## src/verilog/dio_pkg.sv

```systemverilog
// How it works
// Input mode: reads and tests see pins
// Input mode: write fills latch, drivers off
// Input mode: swap loads pins, latches accumulator
// Input mode: pins plus one into latch
// Input mode: bit write, other bits undefined
// Output mode: reads and tests see latch
// Output mode: write fills latch, drives pins
// Output mode: swap latch with accumulator, drive
// Output mode: latch plus one, driven
// Output mode: bit write touches one bit
// Skip-equal compares pins or latch by mode
// Arithmetic/logic source is pins or latch
// Carry bit ops use pin or latch bit
// Software selects bank before port access
// Indirect bit address comes from L register
// Only ports 4 and 5 pair wide
// Drivers enabled exactly in output mode; code registers pinOe, which follows modeOut one clock later
package dio_pkg;
    localparam int PORT_COUNT = 9;
    localparam int NIB = 4;
    localparam logic [3:0] WIDE_LOW_PORT = 4'h4;
    localparam logic [3:0] LATCH_RESET = 4'h0;
    localparam logic [7:0] ACC_RESET = 8'h00;

    typedef enum logic [4:0] {
        OP_TRANSFER_IN,
        OP_TRANSFER_OUT,
        OP_SWAP,
        OP_BUMP_LATCH,
        OP_BIT_SET,
        OP_BIT_CLEAR,
        OP_TEST_THEN_CLEAR,
        OP_SKIP_IF_SET,
        OP_SKIP_IF_CLEAR,
        OP_BIT_TRANSFER_IN,
        OP_BIT_TRANSFER_OUT,
        OP_BIT_AND,
        OP_BIT_OR,
        OP_BIT_XOR,
        OP_SKIP_IF_EQUAL,
        OP_ADD,
        OP_LOGIC_AND,
        OP_LOGIC_OR,
        OP_LOGIC_XOR
    } dio_op_type;
endpackage

```

## src/verilog/dio_port_cell.sv

```systemverilog
module dio_port_cell (
    input wire logic clk,
    input wire logic rst,
    input wire logic wrEn,
    input wire logic [3:0] wrData,
    input wire logic outMode,
    output logic [3:0] latchVal,
    output logic [3:0] pinOe
);
    always_ff @(posedge clk) begin
        if (rst) begin
            latchVal <= dio_pkg::LATCH_RESET;
        end else if (wrEn) begin
            latchVal <= wrData;
        end
    end

    // drivers follow mode
    always_ff @(posedge clk) begin
        if (rst) begin
            pinOe <= 4'h0;
        end else begin
            pinOe <= {4{outMode}};
        end
    end

    property p_oe_mode;
        @(posedge clk) disable iff (rst) 1'b1 |=> (pinOe == {4{$past(outMode)}});
    endproperty
    a_oe_mode: assert property (p_oe_mode) else $error("driver enable not following mode");
endmodule

```

## src/verilog/dio_port_bank.sv

```systemverilog
module dio_port_bank (
    input wire logic clk,
    input wire logic rst,
    input wire logic opValid,
    input wire dio_pkg::dio_op_type opCode,
    input wire logic [3:0] portSel,
    input wire logic [1:0] bitSel,
    input wire logic useIndirect,
    input wire logic [3:0] lReg,
    input wire logic wide,
    input wire logic [7:0] accIn,
    input wire logic carryIn,
    input wire logic [8:0] modeOut,
    input wire logic [35:0] pinIn,
    output logic respValid,
    output logic [7:0] accOut,
    output logic accLoad,
    output logic carryOut,
    output logic carryLoad,
    output logic skipOut,
    output logic opError,
    output logic [35:0] pinOut,
    output logic [35:0] pinOe
);
    logic [3:0] latchArr [dio_pkg::PORT_COUNT];
    logic [8:0] wrEnVec;
    logic [3:0] wrDataArr [dio_pkg::PORT_COUNT];
    logic isBitOp;
    logic [3:0] portIdx;
    logic [1:0] bitIdx;
    logic portOk;
    logic [3:0] idxSafe;
    logic [3:0] pinLo;
    logic [3:0] readLo;
    logic [3:0] readHi;
    logic [7:0] readVal;
    logic [3:0] bitBase;
    logic [3:0] bitNew;
    logic readBit;
    logic [8:0] sum9;
    logic [4:0] sum5;
    logic [7:0] accOut_next;
    logic accLoad_next;
    logic carryOut_next;
    logic carryLoad_next;
    logic skipOut_next;

    genvar g;
    generate
        for (g = 0; g < dio_pkg::PORT_COUNT; g++) begin : gPort
            dio_port_cell uCell (
                .clk(clk),
                .rst(rst),
                .wrEn(wrEnVec[g]),
                .wrData(wrDataArr[g]),
                .outMode(modeOut[g]),
                .latchVal(latchArr[g]),
                .pinOe(pinOe[g*4 +: 4])
            );
            assign pinOut[g*4 +: 4] = latchArr[g];
        end
    endgenerate

    always_comb begin
        isBitOp = opCode inside {dio_pkg::OP_BIT_SET, dio_pkg::OP_BIT_CLEAR,
            dio_pkg::OP_TEST_THEN_CLEAR, dio_pkg::OP_SKIP_IF_SET, dio_pkg::OP_SKIP_IF_CLEAR,
            dio_pkg::OP_BIT_TRANSFER_IN, dio_pkg::OP_BIT_TRANSFER_OUT, dio_pkg::OP_BIT_AND,
            dio_pkg::OP_BIT_OR, dio_pkg::OP_BIT_XOR};
        // indirect bit address
        portIdx = (isBitOp && useIndirect) ? {portSel[3:2], lReg[3:2]} : portSel;
        bitIdx = (isBitOp && useIndirect) ? lReg[1:0] : bitSel;
        // wide only on pair
        portOk = (portIdx < 4'(dio_pkg::PORT_COUNT))
            && !(wide && (portIdx != dio_pkg::WIDE_LOW_PORT))
            && !(wide && (isBitOp || opCode == dio_pkg::OP_BUMP_LATCH));
        idxSafe = portOk ? portIdx : 4'h0;
        pinLo = pinIn[idxSafe*4 +: 4];
        // source by mode
        readLo = modeOut[idxSafe] ? latchArr[idxSafe] : pinLo;
        readHi = modeOut[5] ? latchArr[5] : pinIn[20 +: 4];
        readVal = wide ? {readHi, readLo} : {4'h0, readLo};
        readBit = readLo[bitIdx];
        // Input mode base is pins, so the other latch bits pick up pin levels
        bitBase = readLo;
        bitNew = bitBase;
        // single bit rewrite
        case (opCode)
            dio_pkg::OP_BIT_SET: bitNew[bitIdx] = 1'b1;
            dio_pkg::OP_BIT_TRANSFER_OUT: bitNew[bitIdx] = carryIn;
            default: bitNew[bitIdx] = 1'b0;
        endcase
        sum9 = {1'b0, accIn} + {1'b0, readVal};
        sum5 = {1'b0, accIn[3:0]} + {1'b0, readLo};
        for (int i = 0; i < dio_pkg::PORT_COUNT; i++) begin
            wrEnVec[i] = 1'b0;
            wrDataArr[i] = latchArr[i];
        end
        accOut_next = accOut;
        accLoad_next = 1'b0;
        carryOut_next = carryOut;
        carryLoad_next = 1'b0;
        skipOut_next = 1'b0;
        if (opValid && portOk) begin
            case (opCode)
                dio_pkg::OP_TRANSFER_IN: begin
                    accOut_next = readVal;
                    accLoad_next = 1'b1;
                end
                // accumulator to latch
                dio_pkg::OP_TRANSFER_OUT, dio_pkg::OP_SWAP: begin
                    wrEnVec[idxSafe] = 1'b1;
                    wrDataArr[idxSafe] = accIn[3:0];
                    if (wide) begin
                        wrEnVec[5] = 1'b1;
                        wrDataArr[5] = accIn[7:4];
                    end
                    // swap returns source
                    if (opCode == dio_pkg::OP_SWAP) begin
                        accOut_next = readVal;
                        accLoad_next = 1'b1;
                    end
                end
                // bump source by one
                dio_pkg::OP_BUMP_LATCH: begin
                    wrEnVec[idxSafe] = 1'b1;
                    wrDataArr[idxSafe] = readLo + 4'h1;
                    skipOut_next = (readLo == 4'hf);
                end
                dio_pkg::OP_BIT_SET, dio_pkg::OP_BIT_CLEAR, dio_pkg::OP_BIT_TRANSFER_OUT: begin
                    wrEnVec[idxSafe] = 1'b1;
                    wrDataArr[idxSafe] = bitNew;
                end
                dio_pkg::OP_TEST_THEN_CLEAR: begin
                    wrEnVec[idxSafe] = 1'b1;
                    wrDataArr[idxSafe] = bitNew;
                    skipOut_next = readBit;
                end
                dio_pkg::OP_SKIP_IF_SET: skipOut_next = readBit;
                dio_pkg::OP_SKIP_IF_CLEAR: skipOut_next = !readBit;
                dio_pkg::OP_BIT_TRANSFER_IN: begin
                    carryOut_next = readBit;
                    carryLoad_next = 1'b1;
                end
                // carry with pin or latch bit
                dio_pkg::OP_BIT_AND, dio_pkg::OP_BIT_OR, dio_pkg::OP_BIT_XOR: begin
                    carryLoad_next = 1'b1;
                    if (opCode == dio_pkg::OP_BIT_AND) begin
                        carryOut_next = carryIn & readBit;
                    end else if (opCode == dio_pkg::OP_BIT_OR) begin
                        carryOut_next = carryIn | readBit;
                    end else begin
                        carryOut_next = carryIn ^ readBit;
                    end
                end
                // compare by mode source
                dio_pkg::OP_SKIP_IF_EQUAL: begin
                    skipOut_next = wide ? (accIn == readVal) : (accIn[3:0] == readLo);
                end
                // accumulator with source
                dio_pkg::OP_ADD: begin
                    accOut_next = wide ? sum9[7:0] : {accIn[7:4], sum5[3:0]};
                    accLoad_next = 1'b1;
                    carryOut_next = wide ? sum9[8] : sum5[4];
                    carryLoad_next = 1'b1;
                end
                dio_pkg::OP_LOGIC_AND: begin
                    accOut_next = wide ? (accIn & readVal) : {accIn[7:4], accIn[3:0] & readLo};
                    accLoad_next = 1'b1;
                end
                dio_pkg::OP_LOGIC_OR: begin
                    accOut_next = wide ? (accIn | readVal) : {accIn[7:4], accIn[3:0] | readLo};
                    accLoad_next = 1'b1;
                end
                dio_pkg::OP_LOGIC_XOR: begin
                    accOut_next = wide ? (accIn ^ readVal) : {accIn[7:4], accIn[3:0] ^ readLo};
                    accLoad_next = 1'b1;
                end
                default: accLoad_next = 1'b0;
            endcase
        end
    end

    always_ff @(posedge clk) begin
        if (rst) begin
            respValid <= 1'b0;
            opError <= 1'b0;
        end else begin
            respValid <= opValid;
            opError <= opValid && !portOk;
        end
    end

    always_ff @(posedge clk) begin
        if (rst) begin
            accOut <= dio_pkg::ACC_RESET;
            accLoad <= 1'b0;
            carryOut <= 1'b0;
            carryLoad <= 1'b0;
            skipOut <= 1'b0;
        end else begin
            accOut <= accOut_next;
            accLoad <= accLoad_next;
            carryOut <= carryOut_next;
            carryLoad <= carryLoad_next;
            skipOut <= skipOut_next;
        end
    end

    logic narrowGo;
    assign narrowGo = opValid && portOk && !wide;

    property p_read_pins;
        @(posedge clk) disable iff (rst)
        narrowGo && opCode == dio_pkg::OP_TRANSFER_IN && !modeOut[portIdx]
        |=> accLoad && accOut[3:0] == $past(pinLo);
    endproperty
    a_read_pins: assert property (p_read_pins) else $error("input read not from pins");

    property p_read_latch;
        @(posedge clk) disable iff (rst)
        narrowGo && opCode == dio_pkg::OP_TRANSFER_IN && modeOut[portIdx]
        |=> accOut[3:0] == $past(latchArr[portIdx]);
    endproperty
    a_read_latch: assert property (p_read_latch) else $error("output read not from latch");

    property p_write_out;
        @(posedge clk) disable iff (rst)
        narrowGo && opCode == dio_pkg::OP_TRANSFER_OUT
        |=> pinOut[$past(portIdx)*4 +: 4] == $past(accIn[3:0]);
    endproperty
    a_write_out: assert property (p_write_out) else $error("write did not reach latch");

    property p_write_off;
        @(posedge clk) disable iff (rst)
        narrowGo && opCode == dio_pkg::OP_TRANSFER_OUT && !modeOut[portIdx]
        && $stable(modeOut) ##1 $stable(modeOut)
        |=> pinOe[$past(portIdx, 2)*4 +: 4] == 4'h0;
    endproperty
    a_write_off: assert property (p_write_off) else $error("drivers on in input mode");

    property p_bump_in;
        @(posedge clk) disable iff (rst)
        narrowGo && opCode == dio_pkg::OP_BUMP_LATCH && !modeOut[portIdx]
        |=> latchArr[$past(portIdx)] == $past(pinLo) + 4'h1;
    endproperty
    a_bump_in: assert property (p_bump_in) else $error("bump not from pins");

    property p_bump_out;
        @(posedge clk) disable iff (rst)
        narrowGo && opCode == dio_pkg::OP_BUMP_LATCH && modeOut[portIdx]
        |=> latchArr[$past(portIdx)] == $past(latchArr[portIdx]) + 4'h1;
    endproperty
    a_bump_out: assert property (p_bump_out) else $error("bump not from latch");

    property p_swap_in;
        @(posedge clk) disable iff (rst)
        narrowGo && opCode == dio_pkg::OP_SWAP && !modeOut[portIdx]
        |=> accOut[3:0] == $past(pinLo) && latchArr[$past(portIdx)] == $past(accIn[3:0]);
    endproperty
    a_swap_in: assert property (p_swap_in) else $error("swap in input mode wrong");

    property p_skip_eq;
        @(posedge clk) disable iff (rst)
        narrowGo && opCode == dio_pkg::OP_SKIP_IF_EQUAL
        |=> skipOut == ($past(accIn[3:0]) == $past(readLo));
    endproperty
    a_skip_eq: assert property (p_skip_eq) else $error("skip-equal wrong");

    property p_bit_and;
        @(posedge clk) disable iff (rst)
        opValid && portOk && opCode == dio_pkg::OP_BIT_AND && !modeOut[portIdx]
        |=> carryLoad && carryOut == ($past(carryIn) & $past(pinLo[bitIdx]));
    endproperty
    a_bit_and: assert property (p_bit_and) else $error("carry and not on pin bit");

    property p_wide_err;
        @(posedge clk) disable iff (rst)
        opValid && wide && portSel != dio_pkg::WIDE_LOW_PORT && !isBitOp
        |=> opError && !accLoad;
    endproperty
    a_wide_err: assert property (p_wide_err) else $error("wide access outside pair");

    c_wide_read: cover property (@(posedge clk) disable iff (rst)
        opValid && wide && portOk && opCode == dio_pkg::OP_TRANSFER_IN);
    c_indirect: cover property (@(posedge clk) disable iff (rst)
        opValid && useIndirect && portOk && opCode == dio_pkg::OP_BIT_SET);
    c_swap_out: cover property (@(posedge clk) disable iff (rst)
        narrowGo && opCode == dio_pkg::OP_SWAP && modeOut[portIdx]);
endmodule

```

## config.mk

```make
export PLATFORM = sky130hd
export DESIGN_NAME = dio_port_bank
export DESIGN_NICKNAME = d
export VERILOG_FILES = /design/src/verilog/dio_pkg.sv /design/src/verilog/dio_port_cell.sv /design/src/verilog/dio_port_bank.sv
export SDC_FILE = /design/constraint.sdc
export NUM_CORES = 1
export LEC_CHECK = 0
export BUFFER_PORTS_ARGS = -buffer_cell sky130_fd_sc_hd__buf_2
export CORE_ASPECT_RATIO = 1.5
export CORE_MARGIN = 8
export CORE_UTILIZATION = 52
export CTS_CLUSTER_DIAMETER = 120
export CTS_CLUSTER_SIZE = 16
export DETAILED_ROUTE_END_ITERATION = 6
export PLACE_DENSITY_LB_ADDON = 0.3
export RECOVER_POWER = 25
export SLEW_MARGIN = 5
export SYNTH_ARGS = -nofsm -noshare
export SYNTH_HDL_FRONTEND = slang
export SYNTH_SLANG_ARGS = --single-unit
```

## constraint.sdc

```tcl
create_clock -name clk -period 4.8 [get_ports clk]
set_clock_uncertainty 0.15 [all_clocks]
set_input_delay 0.24 -clock clk [delete_from_list [all_inputs] [get_ports clk]]
set_output_delay 0.24 -clock clk [all_outputs]
set_load 0.02 [all_outputs]
```

# ---- After elaboration in Yosys (flattened, before gate mapping)
# Cells that the tools add are included.
dict set report totals {
  out_inout_bits 86
  in_bits 74
  ff_bits 59
}
dict set report classes {
  mux 44
  eq_ne 23
  order_cmp 7
  n_reduce_logical 39
  shifts 1
  bitwise 14
  add_sub_neg 3
}
# op n
set ops {}
lappend ops {{$bwmux 36} 3}
lappend ops {{$pmux 36 s3} 1}
lappend ops {{$mux 8} 6}
lappend ops {{$pmux 8 s6} 1}
lappend ops {{$eq 5x4->1 const B} 8}
lappend ops {{$shiftx 36x7->4} 1}
lappend ops {{$reduce_and 3->1} 10}
lappend ops {{$mux 4} 7}
lappend ops {{$eq 5x3->1 const B} 4}
lappend ops {{$pmux 9 s2} 1}
lappend ops {{$bmux 4 s4} 1}
lappend ops {{$demux 4 s4} 1}
lappend ops {{$eq 5x5->1 const B} 3}
lappend ops {{$reduce_or 5->1} 3}
lappend ops {{$mux 1} 11}
lappend ops {{$eq 5x2->1 const B} 2}
lappend ops {{$logic_and 1x1->1} 10}
lappend ops {{$reduce_bool 10->1} 1}
lappend ops {{$add 8x8->9} 1}
lappend ops {{$mux 9} 1}
lappend ops {{$and 4x4->4} 2}
lappend ops {{$and 8x8->8} 1}
lappend ops {{$eq 8x8->1} 1}
lappend ops {{$or 4x4->4} 2}
lappend ops {{42 further kinds} 49}

# ---- Longest topological paths before layout
dict set report depth {
  depth_word 21
  mapped_depth 22
}

# ---- By module
# A second synthesis with hierarchy kept.
dict set report hier_totals {
  cells_unflattened 726
  area_unflattened_um2 5477.8
}
# module cells_per_inst n_inst area_per_inst_um2
set modules_own_cells {}
lappend modules_own_cells {dio_port_bank 564 1 3777.4}
lappend modules_own_cells {dio_port_cell 18 9 188.9}

# ---- Worst setup path after synthesis
# No wires, ideal clock.
dict set report synth_timing {
  kind {input -> register}
  from {input opCode[3]}
  to {register accOut[7]}
  slack_ns 0.680
  cell_stages 21
  t_arrival_ns 3.839
  path_buffers 3
  path_cell_list {buf_4 -> a31o_1 -> buf_4 -> or4_1 -> buf_2 -> a21oi_1 -> o31ai_2 -> and4_1 -> a211o_1 -> and2_4 -> ha_1 -> a21o_1 -> a21oi_1 -> o21bai_1 -> a21oi_1 -> o21bai_1 -> a21oi_1 -> xor2_1 -> nand3_1 -> a21oi_1 -> nor3_1}
}
dict set report synth_via {
  elab_chain_len 19
  word_cells_on_any_way 48
  classes_between {1 x add/sub; 1 x order compare; 19 x eq/ne; 1 x shift; 11 x mux; 1 x bitwise; 14 x reduce/logical}
}
# element line_no
set synth_rtl {}
lappend synth_rtl {{start, declared} dio_port_bank.sv:5} ;# input wire dio_pkg::dio_op_type opCode,
lappend synth_rtl {{branches (longest 19 deep; another with $lt 4x4->1)} -}
lappend synth_rtl {{end signal, assigned} dio_port_bank.sv:195} ;# accOut <= dio_pkg::ACC_RESET;
lappend synth_rtl {{end signal, assigned} dio_port_bank.sv:201} ;# accOut <= accOut_next;
lappend synth_rtl {{end, declared} dio_port_bank.sv:16} ;# output logic [7:0] accOut,
# Several ways; the timed one is not identified. The select of a mux whose other input is x is not followed.
# A chain may end at the register's enable or synchronous reset.

# ---- Worst setup path after layout
dict set report layout_timing {
  from {input opCode[2]}
  to {register accOut[4]}
}
# Same word-level chain as after synthesis.

==> metrics.csv <==
metric,value,unit
r2r_slack,1.41,ns
drcViolationCount,0,
yosysMostFrequentCell,nor2_1,
overflow,0,
synth.area.top_cells,"dfxtp_1 (24%), nor2_1 (7.0%), a211oi_1 (6.3%), ha_1 (4.7%), buf_4 (4.5%)",
synth_top_family_by_area,compound AO/OA/AOI/OAI gates,
cp_max_fo,16,
synth_seq_area_share,23.5,%
hold_buffers,3,
area_delta_synth_final,23.7,%
slew_violations,0,
yosys.area_share.simple,22.1,%
synth_cells,639,
antenna_found_initial,0,
register_area,1180,µm²
fin_crit_sh,91.3,%
hpwl,17100,µm
synthArstFlopShare,0,%
ys.flop_type,dfxtp_1,
synth_common_cells,"nor2_1 (93), dfxtp_1 (59), a211oi_1 (42)",
clock-sinks,59,
clk_pin_slew,0.06,ns
rr_endpoint,accOut[4],
grt_pass1_vias,5652,
dr_total_vias,5804,
holdCritPathClass,in2reg,
yosys.area_share.xor_xnor,1.05,%
final_cells,915,
cts_tree,yes,
syn_area,5020,µm²
max_clock_freq,228,MHz
die-area,13100,µm²
cts_resized,0,
place_congestion,1.01,
setup_viol,0,
ant_nets,0,
postCtsSetupBuffers,0,
holdPathEnd,gPort[7].uCell.pinOe[0],
die_w,96.2,µm
end_kind,flip-flop,
yosysUniqueCellTypes,88,
drtIter0Drc,368,
initial_utilization,52.7,%
whs,0.0110,ns
wl,21000,µm
irDropWorstVdd,0.000212,V
p_per_area,269,nW/µm²
die_y,136,µm
start_kind,input port,
ios,160,
clock_latency,0.33,ns
grt_max_degree,56,
setup_ws,0.420,ns
synth_edf_count,0,
dp_slack,0.149,ns
grt.total_usage,31.6,%
cts-root-buf,clkbuf_16,
grt_pass1_wl,31400,µm
synth_mux_area_share,3.42,%
fill_cells,884,
final_layout_size_suffix_gt1_share,28.5,%
max-clock-path-buffers,2,
final_hold_viol_count,0,
multi_input_area,3370,µm²
whs_path_depth,2,
rows,44,
crit_type,in2reg,
rsz0062_at_grt,no,
maxCapViolCount,0,
crit_required,4.90,ns
worstHoldStart,modeOut[7],
numCtsBuffers,9,
synth_top_area_share,23.5,%
drtPass1Iterations,5,
total_power,0.00167,W
yosysWarnings,0,
final_net_count,889,
syn-num-nets,733,
antenna_cells,0,
portBuffers,159,
crit_arrival,4.48,ns
synthAdderAreaFrac,5.14,%
dp.cells,896,
syn_avg_cell_area,7.85,µm²
h-tree-depth,3,
finalCriticalPeriod,4.38,ns
core_area,9520,µm²
worst_slew_pin_slew,0.946,ns
power_leakage,2.66,nW
synth_seq_cells,59,
yosysTopAreaCell,dfxtp_1,
setup_tns,0,ns
ff2ff_path_depth,17,
via_per_inst,6.34,
wl_per_cell,23.0,µm
slew_headroom,36.4,%
synth_compound_area_share,35.3,%
outcome,"complete, no violations",
[cells by family (layout without fill, tap and decap cells)]
logic type | count (synthesis) | after routing
AOI/OAI and AO/OA | 235 | 235
and+or+nand+nor | 216 | 216
buffers and inverters | 87 | 248
DFF | 59 | 59
adders and majority gates | 20 | 20
muxes | 16 | 16
xor gates and xnor gates | 6 | 6
[worst max-delay path by stage]
| stage | start | to | slack (ns) | cells past startpoint |
|---|---|---|---|---|
| after floorplan | opCode[3] | accOut[7] | 0.68 | 21 |
| after global placement | opCode[2] | accOut[6] | 0.22 | 21 |
| after CTS | opCode[2] | accOut[4] | 0.47 | 21 |
| after detailed placement | opCode[2] | accOut[4] | 0.15 | 21 |
| final | opCode[2] | accOut[4] | 0.42 | 21 |
| after global routing | opCode[2] | accOut[6] | 0.04 | 21 |
[metrics by stage]
step	cell area [µm²]	util, %
floorplan	5020	-
finish	6210	65.2
detailed placement	5910	62.0
global placement	5910	62.0
CTS	6240	65.5
global route	6210	65.2
[power by group]
group          leakage [nW]  internal (W)  total (W)  switching [W]
Sequential            0.478      0.000498   0.000504     0.00000591
Combinational          2.04      0.000200   0.000510       0.000310
Clock                 0.142      0.000404   0.000658       0.000254
[worst max-delay path, cell delays in order]
cell	delay, ns
buf_2	0.21
a31o_1	0.36
buf_4	0.20
nor4_2	0.54
o21ai_1	0.19
o22a_1	0.26
and4_1	0.23
o2111ai_1	0.18
and2_4	0.23
inv_1	0.09
fa_1	0.44
nand3_1	0.10
nand2_1	0.06
buf_4	0.15
nor2b_1	0.11
o21ai_0	0.08
o21ai_0	0.10
a21oi_1	0.09
a211oi_1	0.24
a21oi_1	0.11
a211oi_1	0.25
[cell usage in the layout (no fill, tap or decap), types with 4 or more instances in the layout]
cell type,instances
a211o_1,6
a211oi_1,42
a21o_1,16
a21oi_1,36
a22oi_1,5
a31oi_1,9
and2_1,5
buf_2,131
buf_4,42
clkbuf_1,28
clkbuf_16,9
dfxtp_1,59
ha_1,19
inv_1,27
mux2_2,5
mux2i_1,10
nand2_1,34
nand2b_1,8
nand3_1,4
nand4_1,7
nor2_1,93
nor2b_1,21
nor3_1,12
o211ai_1,4
o21a_1,4
o21ai_0,27
o21ai_1,4
o21bai_1,5
o22ai_1,19
or2_2,4
[final cells by class]
| type | instances | share of cell area [%] |
|---|---|---|
| multi-input combinational | 493 | 54.3 |
| sequential | 59 | 19.0 |
| timing repair buffer | 204 | 17.8 |
| clock buffer | 9 | 3.63 |
| tap | 115 | 2.32 |
| inverter | 28 | 1.69 |
| clock inverter | 7 | 1.23 |
[layer usage]
layer | wire length [µm] | global-route usage (%) | part of all wire, % | vias up
met3 | 1600 | 5.36 | 7.6 | 97
li1 | - | - | - | 2680
met5 | 0 | 0 | 0 | -
met2 | 10600 | 56.2 | 51 | 323
met1 | 7170 | 30.8 | 34 | 2704
met4 | 1640 | 25.1 | 7.8 | 0
No activity file was read; power rests on OpenSTA's default activity.
